**config.mk**
```make
export PLATFORM = sky130hd
export DESIGN_NAME = mfl_ctrl
export DESIGN_NICKNAME = d
export VERILOG_FILES = /design/src/logic/mfl_pkg.sv /design/src/logic/mfl_ctrl.sv
export SDC_FILE = /design/constraint.sdc
export NUM_CORES = 1
export LEC_CHECK = 0
export BUFFER_PORTS_ARGS = -buffer_cell sky130_fd_sc_hd__buf_4
export CORE_MARGIN = 2
export CORE_UTILIZATION = 43
export CTS_BUF_LIST = sky130_fd_sc_hd__clkbuf_4
export DETAILED_ROUTE_END_ITERATION = 8
export PLACE_DENSITY = 0.68
export SYNTH_ARGS = -nofsm -noshare
export SYNTH_HDL_FRONTEND = slang
export SYNTH_SLANG_ARGS = --single-unit
```
**constraint.sdc**
```tcl
create_clock -name clk_i -period 5.8 [get_ports clk_i]
set_clock_uncertainty 0.1 [all_clocks]
set_input_delay 0.58 -clock clk_i [delete_from_list [all_inputs] [get_ports clk_i]]
set_output_delay 0.58 -clock clk_i [all_outputs]
set_load 0.03 [all_outputs]
```
**src/logic/mfl_pkg.sv**
```systemverilog
package mfl_pkg;
    // Times in their own units, cycles derived at 250 MHz
    localparam int CLK_MHZ      = 250;
    localparam int REGEN_US     = 5000;
    localparam int EN_LOW_NS    = 200000;
    localparam int ON_DELAY_NS  = 4000;
    localparam int REGEN_CYC    = REGEN_US * CLK_MHZ;
    localparam int EN_LOW_CYC   = (EN_LOW_NS * CLK_MHZ + 999) / 1000;
    localparam int ON_DELAY_CYC = (ON_DELAY_NS * CLK_MHZ) / 1000;
    localparam int CNT_W        = 21;
    localparam int SYNC_W       = 3;
    localparam logic [SYNC_W-1:0] SYNC_RST = 3'h0;
    localparam logic [SYNC_W-1:0] SYNC_RST_HI = 3'h7;

    typedef enum logic [1:0] {
        MFL_ST_OFF   = 2'b00,
        MFL_ST_DELAY = 2'b01,
        MFL_ST_ON    = 2'b10,
        MFL_ST_REGEN = 2'b11
    } mfl_state_e;

    // Conditioned inputs travel together
    typedef struct packed {
        logic over_temp_shutdown;
        logic overcurrent_shutdown;
        logic enable;
        logic standby_n_input;
    } mfl_in_s;

    // Bridge mode presented to the output stage
    typedef struct packed {
        logic drive_on;
        logic regen;
        logic hiz;
    } mfl_bridge_s;
endpackage

```
**src/logic/mfl_ctrl.sv**
```systemverilog
`timescale 1ns/100ps
// Overview of operation
// Over-temperature latches fault, flag low, shut down
// Over-temperature: regenerate 5 ms, then high impedance
// Latch clears after comparator low, enable low 0.2ms
// Release during enable low; flag rises then
// Bridge turns on 4 us after enable rises
// Any shutdown fault regenerates before high impedance
// Standby falling with enable high regenerates first
// Enable falling regenerates before high impedance
module mfl_ctrl #(
    parameter int REGEN_CYCLES = mfl_pkg::REGEN_CYC,
    parameter int EN_LOW_CYCLES = mfl_pkg::EN_LOW_CYC
) (
    // Clock and reset
    input  wire logic clk_i,
    input  wire logic rst_i,
    // Pins from the host and the analogue comparators
    input  wire logic over_temp_shutdown_i,
    input  wire logic overcurrent_shutdown_i,
    input  wire logic enable_i,
    input  wire logic standby_n_input_i,
    // Open-drain fault flag
    output logic      fault_flag_output_o,
    output logic      fault_flag_output_oe_o,
    // Bridge control
    output logic      bridge_on_o,
    output logic      bridge_regen_o,
    output logic      bridge_hiz_o
);
    localparam int W = mfl_pkg::CNT_W;
    localparam logic [W-1:0] REGEN_END = W'(REGEN_CYCLES - 1);
    localparam logic [W-1:0] ENLOW_END = W'(EN_LOW_CYCLES - 1);
    localparam logic [W-1:0] DLY_END = W'(mfl_pkg::ON_DELAY_CYC - 1);

    // Three-stage synchronisers; decisions use stages 2 and 3 agreeing
    logic [mfl_pkg::SYNC_W-1:0] sy [4];
    logic [3:0] raw;
    mfl_pkg::mfl_in_s cin, next_cin;
    assign raw = {over_temp_shutdown_i, overcurrent_shutdown_i,
                  enable_i, standby_n_input_i};

    genvar g;
    generate
        for (g = 0; g < 4; g++) begin : g_sync
            always_ff @(posedge clk_i or posedge rst_i) begin
                if (rst_i) begin
                    sy[g] <= (g == 0) ? mfl_pkg::SYNC_RST_HI
                                      : mfl_pkg::SYNC_RST;
                end else begin
                    sy[g] <= {sy[g][1:0], raw[g]};
                end
            end
        end
    endgenerate

    function automatic logic settle(input logic [2:0] s, input logic old);
        settle = (s[1] == s[2]) ? s[2] : old;
    endfunction

    always_comb begin
        next_cin.standby_n_input      = settle(sy[0], cin.standby_n_input);
        next_cin.enable               = settle(sy[1], cin.enable);
        next_cin.overcurrent_shutdown = settle(sy[2],
                                               cin.overcurrent_shutdown);
        next_cin.over_temp_shutdown   = settle(sy[3],
                                               cin.over_temp_shutdown);
    end

    // Main sequencer state
    mfl_pkg::mfl_state_e st, next_st;
    logic [W-1:0] cnt, next_cnt;
    logic [W-1:0] lowcnt, next_lowcnt;
    logic ot_latch, next_ot_latch;
    logic oc_latch, next_oc_latch;
    logic en_q, next_en_q;
    logic sb_q, next_sb_q;
    mfl_pkg::mfl_bridge_s br, next_br;
    logic flag_low, next_flag_low;
    logic fault, en_fall, sb_fall, low_done;

    always_comb begin
        next_ot_latch = ot_latch;
        next_oc_latch = oc_latch;
        next_lowcnt   = lowcnt;
        next_st       = st;
        next_cnt      = cnt;
        next_en_q     = cin.enable;
        next_sb_q     = cin.standby_n_input;
        en_fall  = en_q && !cin.enable;
        sb_fall  = sb_q && !cin.standby_n_input && cin.enable;
        low_done = (lowcnt == ENLOW_END);
        // Enable-low timer only runs with the comparator released
        if (cin.enable || cin.over_temp_shutdown
            || cin.overcurrent_shutdown) begin
            next_lowcnt = '0;
        end else if (!low_done) begin
            next_lowcnt = lowcnt + W'(1);
        end
        // Release happens while enable is still low; set wins over clear
        if (!cin.enable && low_done) begin
            if (!cin.over_temp_shutdown) next_ot_latch = 1'b0;
            if (!cin.overcurrent_shutdown) next_oc_latch = 1'b0;
        end
        if (cin.over_temp_shutdown) next_ot_latch = 1'b1;
        if (cin.overcurrent_shutdown) next_oc_latch = 1'b1;
        fault = next_ot_latch || next_oc_latch;
        case (st)
            mfl_pkg::MFL_ST_OFF: begin
                next_cnt = '0;
                if (cin.enable && cin.standby_n_input && !fault) begin
                    next_st = mfl_pkg::MFL_ST_DELAY;
                end
            end
            mfl_pkg::MFL_ST_DELAY: begin
                next_cnt = cnt + W'(1);
                if (fault || !cin.enable || !cin.standby_n_input) begin
                    next_st  = mfl_pkg::MFL_ST_OFF;
                    next_cnt = '0;
                end else if (cnt == DLY_END) begin
                    next_st = mfl_pkg::MFL_ST_ON;
                end
            end
            mfl_pkg::MFL_ST_ON: begin
                next_cnt = '0;
                if (fault || en_fall || sb_fall || !cin.enable) begin
                    next_st = mfl_pkg::MFL_ST_REGEN;
                end
            end
            mfl_pkg::MFL_ST_REGEN: begin
                next_cnt = cnt + W'(1);
                if (cnt == REGEN_END) begin
                    next_st  = mfl_pkg::MFL_ST_OFF;
                    next_cnt = '0;
                end
            end
            default: begin
                next_st  = mfl_pkg::MFL_ST_OFF;
                next_cnt = '0;
            end
        endcase
        next_br.drive_on = (next_st == mfl_pkg::MFL_ST_ON);
        next_br.regen    = (next_st == mfl_pkg::MFL_ST_REGEN);
        next_br.hiz      = (next_st == mfl_pkg::MFL_ST_OFF)
                        || (next_st == mfl_pkg::MFL_ST_DELAY);
        next_flag_low    = fault;
    end

    always_ff @(posedge clk_i or posedge rst_i) begin
        if (rst_i) begin
            cin      <= '{default: 1'b0, standby_n_input: 1'b1};
            st       <= mfl_pkg::MFL_ST_OFF;
            cnt      <= '0;
            lowcnt   <= '0;
            ot_latch <= 1'b0;
            oc_latch <= 1'b0;
            en_q     <= 1'b0;
            sb_q     <= 1'b1;
            br       <= '{drive_on: 1'b0, regen: 1'b0, hiz: 1'b1};
            flag_low <= 1'b0;
        end else begin
            cin      <= next_cin;
            st       <= next_st;
            cnt      <= next_cnt;
            lowcnt   <= next_lowcnt;
            ot_latch <= next_ot_latch;
            oc_latch <= next_oc_latch;
            en_q     <= next_en_q;
            sb_q     <= next_sb_q;
            br       <= next_br;
            flag_low <= next_flag_low;
        end
    end

    // Open drain: the pin is only ever pulled low
    assign fault_flag_output_o    = 1'b0;
    assign fault_flag_output_oe_o = flag_low;
    assign bridge_on_o    = br.drive_on;
    assign bridge_regen_o = br.regen;
    assign bridge_hiz_o   = br.hiz;
endmodule

```
Word-level counts from Yosys, hierarchy flattened --
Cells that the tools add are included. Widths: inputs -> output; s select.
Storage, ports and cells: bits in registers 68, bits in latches 0, bits in writable memories 0, memory bits (read-only) 0, input bits 6, word-level logic and storage cells 71, memories 0
Cells by class: add/sub/neg operators 2, multiply operators 0, div/mod/pow operators 0, magnitude comparators 0, eq/ne operators 14, shifts and indexed selects 0, multiplexer cells 15, bitwise gates (word level) 0, reduce and logical (&&, ||, !) cells 21
Operator list (number):
- $mux 21 | 4
- $pmux 21 s3 | 1
- $add 21x1->21 const B | 2
- $eq 21x10->1 const B | 1
- $eq 21x16->1 const B | 1
- $eq 21x21->1 const B | 1
- $mux 2 | 5
- $logic_or 1x1->1 | 9
- $eq 2x2->1 const B | 4
- $pmux 2 s4 | 1
- $logic_and 1x1->1 | 6
- $eq 1x1->1 | 4
- $eq 2x1->1 const B | 2
- $logic_not 2->1 | 2
- $mux 1 | 4
- $logic_not 1->1 | 3
- $ne 2x1->1 const B | 1
- $reduce_or 2->1 | 1

Longest topological paths before layout --
depth in word-level cells 12, gate-level depth with buffers 7

Least setup slack after synthesis --
OpenSTA, ideal clock, no wires.
path kind register to register, start point reg lowcnt[0], end point reg oc_latch, arrival 1.634 ns, data required time 5.582 ns, slack 3.948 ns, cell stages (with the launch flop) 6, path buffers 0, clock period less this slack 1.852 ns, path through dfrtp_1 > ha_1 > and3_1 > nand3_2 > or4_1 > a21o_1
On the way: word-level cells in the longest chain between the ends 4
RTL lines:
- from (decl) | RTL line mfl_ctrl.sv:73 | logic [W-1:0] lowcnt, next_lowcnt;
- from (signal assigned) | RTL line mfl_ctrl.sv:165 | lowcnt <= next_lowcnt;
- $eq 21x16->1 | RTL line mfl_ctrl.sv:92 | low_done = (lowcnt == ENLOW_END);
- $logic_and 1x1->1 | RTL line mfl_ctrl.sv:101 | if (!cin.enable && low_done) begin
- $mux 1 | RTL line mfl_ctrl.sv:101
- $mux 1 | RTL line mfl_ctrl.sv:106 | if (cin.overcurrent_shutdown) next_oc_latch = 1'b1;
- via next_oc_latch | RTL line mfl_ctrl.sv:75 | logic oc_latch, next_oc_latch;
- to (signal assigned) | RTL line mfl_ctrl.sv:167 | oc_latch <= next_oc_latch;
- to (decl) | RTL line mfl_ctrl.sv:75
The timed path passes the listed nets, and every way through them passes these cells. A chain may end at the register's enable or synchronous reset.

Worst setup path in the final report --
start point reg cnt[0], end point reg cnt[19]
On the way: word-level cells in the longest chain between the ends 3, elaborated cells between the ends (all ways) 5
RTL lines:
- from (decl) | RTL line mfl_ctrl.sv:72 | logic [W-1:0] cnt, next_cnt;
- from (signal assigned) | RTL line mfl_ctrl.sv:164 | cnt <= next_cnt;
- $add 21x1->21 or $eq 21x21->1 (tied branches) | RTL line mfl_ctrl.sv:116, mfl_ctrl.sv:131, mfl_ctrl.sv:132
- $mux 21 (on tied branches) | RTL line mfl_ctrl.sv:132, mfl_ctrl.sv:117
- $pmux 21 s3 * | RTL line mfl_ctrl.sv:108 | case (st)
- via next_cnt[19] | RTL line mfl_ctrl.sv:72
Mark *: on every way through the listed nets, which the timed path passes. The rest lies on a longest branch.

==> impl_metrics.py <==
metrics = {
    "route": {
        "ant_nets": 0,
        "drc": 0,
        "drt_iter0_markers": 95,
        "wire_per_inst_um": 12.9,
        "vias": 1959,
        "finalWirelength_um": 4780,
        "drtPass1Iterations": 4,
        "viasPerCell": 5.28,
    },
    "global_routing": {
        "antenna_found_initial": 0,
        "grt_pass1_wl_um": 8590,
        "grt_overflow": 0,
        "track_usage_pct": 14.6,
        "grt_pass1_vias": 1893,
        "grt_max_degree": 68,
    },
    "pwr": {
        "p_comb_share_pct": 2.5,
        "internal_power_mw": 0.664,
        "switchingPower_mw": 0.191,
        "powerDensity_nw_per_um2": 265,
        "p_leak_nw": 1.31,
        "clockPowerShare_pct": 41.0,
        "pwr-share-seq_pct": 56.5,
        "switching_share_pct": 22.3,
        "peakVddDrop_mv": 0.125,
    },
    "run": {
        "maxCapViolCount": 0,
    },
    "synth": {
        "synth.ff_latch_count": 67,
        "avgSynthCellArea_um2": 10.8,
        "synth_edf_count": 0,
        "synthesis.area_um2": 2940,
        "synth_top_cell_area_share_pct": 52.0,
        "synthArstFlopShare_pct": 100,
        "synthesis.nets": 280,
        "synth_cells": 272,
        "synth_flop_cell": "dfrtp_1",
        "synth_area_leaders": "dfrtp_1 52%, nor2_1 6.0%, xor2_1 6.0%",
        "yosysTopAreaCell": "dfrtp_1",
        "synth.distinct_cells": 39,
        "synth_warnings": 0,
        "synth-seq-area-share_pct": 57.3,
    },
    "setup_path": {
        "crit_type": "flip-flop to flip-flop",
        "crit_path_end_kind": "flip-flop",
        "max_stage_delay_ns": 0.67,
        "critical_path_required_ns": 5.95,
        "path_cells": "ha_1 > and3_4 > nand4_1 > o311a_1 > a21oi_2 > nor2_1",
        "cp_slowest_cell": "a21oi_2",
        "cp_data_arrival_time_ns": 2.57,
        "cp_max_fo": 21,
        "crit_path_start_kind": "flip-flop",
    },
    "timing": {
        "period_minus_slack_ns": 2.42,
        "worst_pin_slew_ns": 0.896,
        "fmax_mhz": 414,
        "setup_violations": 0,
        "slew_headroom_pct": 40.3,
        "fin_crit_sh_pct": 41.7,
        "finalHoldViolations": 0,
        "tns_ns": 0,
        "slew_viol_final": 0,
        "rsz0062_at_grt": "no",
    },
    "die": {
        "initial_core_util_pct": 43.7,
        "design.die.area_um2": 7510,
        "core-area_um2": 6720,
        "dieHeight_um": 86.6,
        "io_pins": 11,
        "dieWidth_um": 86.6,
        "num_rows": 30,
    },
    "clocking": {
        "cts_setup_buffers": 0,
        "postCtsHoldBufs": 0,
        "cts_tree": "done",
        "root_buffer": "clkbuf_4",
        "htreeDepth": 3,
        "clock_sinks": 67,
        "numCtsBuffers": 9,
        "path_clk_slew_ns": 0.11,
        "clkLatencyLatePin_ns": 0.40,
        "cts_max_path_buffers": 2,
        "cts_repair_resize_count": 0,
    },
    "layout": {
        "antenna_cells": 0,
        "layout_commonest_cell": "dfrtp_1",
        "fillCellCount": 598,
        "utilization_pct": 48.0,
        "nets": 294,
        "drive_gt1_share_pct": 14.1,
        "syn2layout_area_growth_pct": 9.88,
        "layout_common_cells": "61 x dfrtp_1, 47 x nor2_1, 20 x xor2_1, 19 x nand3_1, 15 x xnor2_1",
    },
    "placement": {
        "gp_congestion": 0.782,
        "dp_hpwl_um": 3110,
        "io_buffer_count": 9,
    },
    "status": {
        "status": "finished clean",
    },
    "worst_hold_path": {
        "min_path_type": "input port to flip-flop",
    },
}
-- worst paths after layout --
path                                         from               endpoint  slack [ns]  cells past startpoint
worst max register to register   cnt[0]$_DFF_PP0_      cnt[19]$_DFF_PP0_        3.38                      6
min in group asynchronous                   rst_i      cnt[13]$_DFF_PP0_        0.31                      3
worst max-delay path             cnt[0]$_DFF_PP0_      cnt[19]$_DFF_PP0_        3.38                      6
max in group asynchronous                   rst_i  lowcnt[8]$_DFFE_PP0P_        4.79                      3
worst min-delay path            standby_n_input_i        sy[9]$_DFF_PP1_        0.18                      1
worst min register to register    sy[6]$_DFF_PP0_        sy[7]$_DFF_PP0_        0.26                      0
-- worst max-delay path, delay by kind of cell (launching register included) --
kind,cells,cell delay (ns)
flip-flops,1,0.41
AND/OR/NAND/NOR,3,0.43
adder cells (fa/ha/maj),1,0.25
AO/OA/AOI/OAI,2,1.08
-- kinds of logic (layout without fill, tap and decap cells) --
family,Yosys count,after routing,synth area share [%]
compound gates,16,16,3.54
buf+inv,15,34,2.68
other cells,1,1,0.128
flops,67,67,57.3
fa+ha+maj,6,6,2.22
mux,1,1,0.341
simple gates,131,131,23.3
xor+xnor,35,35,10.4
-- power by group through the flow --
stage	sequential, mW	combinational, mW	clock (mW)
after floorplan	0.490	0.0162	0
after global placement	0.492	0.0220	0
after detailed placement	0.492	0.0224	0
after CTS	0.483	0.0225	0.362
after global routing	0.485	0.0249	0.380
final	0.483	0.0213	0.351
-- per-stage QoR --
step,hold WS (ns),instances,instance area [µm²],worst slack (ns),power (mW)
after floorplan,0.231,272,2940,3.45,0.507
after global placement,0.232,355,3060,3.46,0.514
after detailed placement,0.236,355,3060,3.39,0.514
after CTS,0.141,371,3230,3.36,0.867
after global routing,0.137,371,3230,3.21,0.889
final,0.177,371,3230,3.38,0.855
-- Yosys cell counts, drive strengths merged (2+ instances only) --
cell / count
a21o: 3
a21oi: 6
and3: 8
and4: 3
buf: 4
clkbuf: 3
dfrtp: 61
dfstp: 6
ha: 2
inv: 8
maj3: 4
nand2: 13
nand3: 21
nand4: 9
nor2: 47
nor3: 9
nor4: 9
o21ai: 3
o21bai: 2
or3: 5
xnor2: 15
xor2: 20
-- metal layers --
layer  track usage, %  routed length (µm)  vias up
met1             19.9                2390      953
met4             8.10                 109        0
li1                 -                   -      963
met2             21.7                2150       32
met5                0                   0        -
met3             3.24                 139       11
-- area by class of cell --
type	count	area, µm²	area share [%]
sequential	67	1680	52.2
multi-input combinational	190	1170	36.4
tap	80	100	3.10
clock inverter	6	88.8	2.75
clock buffer	10	75.1	2.33
timing repair buffer	10	75.1	2.33
inverter	8	30.0	0.931
-- sequential cells by signal (all words and copies together), names as in the netlist --
signal                  flops
st                          2
bridge_regen_o              1
bridge_hiz_o                1
ot_latch                    1
cin                         2
next_en_q                   1
oc_latch                    1
fault_flag_output_oe_o      1
next_sb_q                   1
bridge_on_o                 1
lowcnt                     21
sb_q                        1
cnt                        21
sy                         12
No activity file was read; power rests on OpenSTA's default activity.
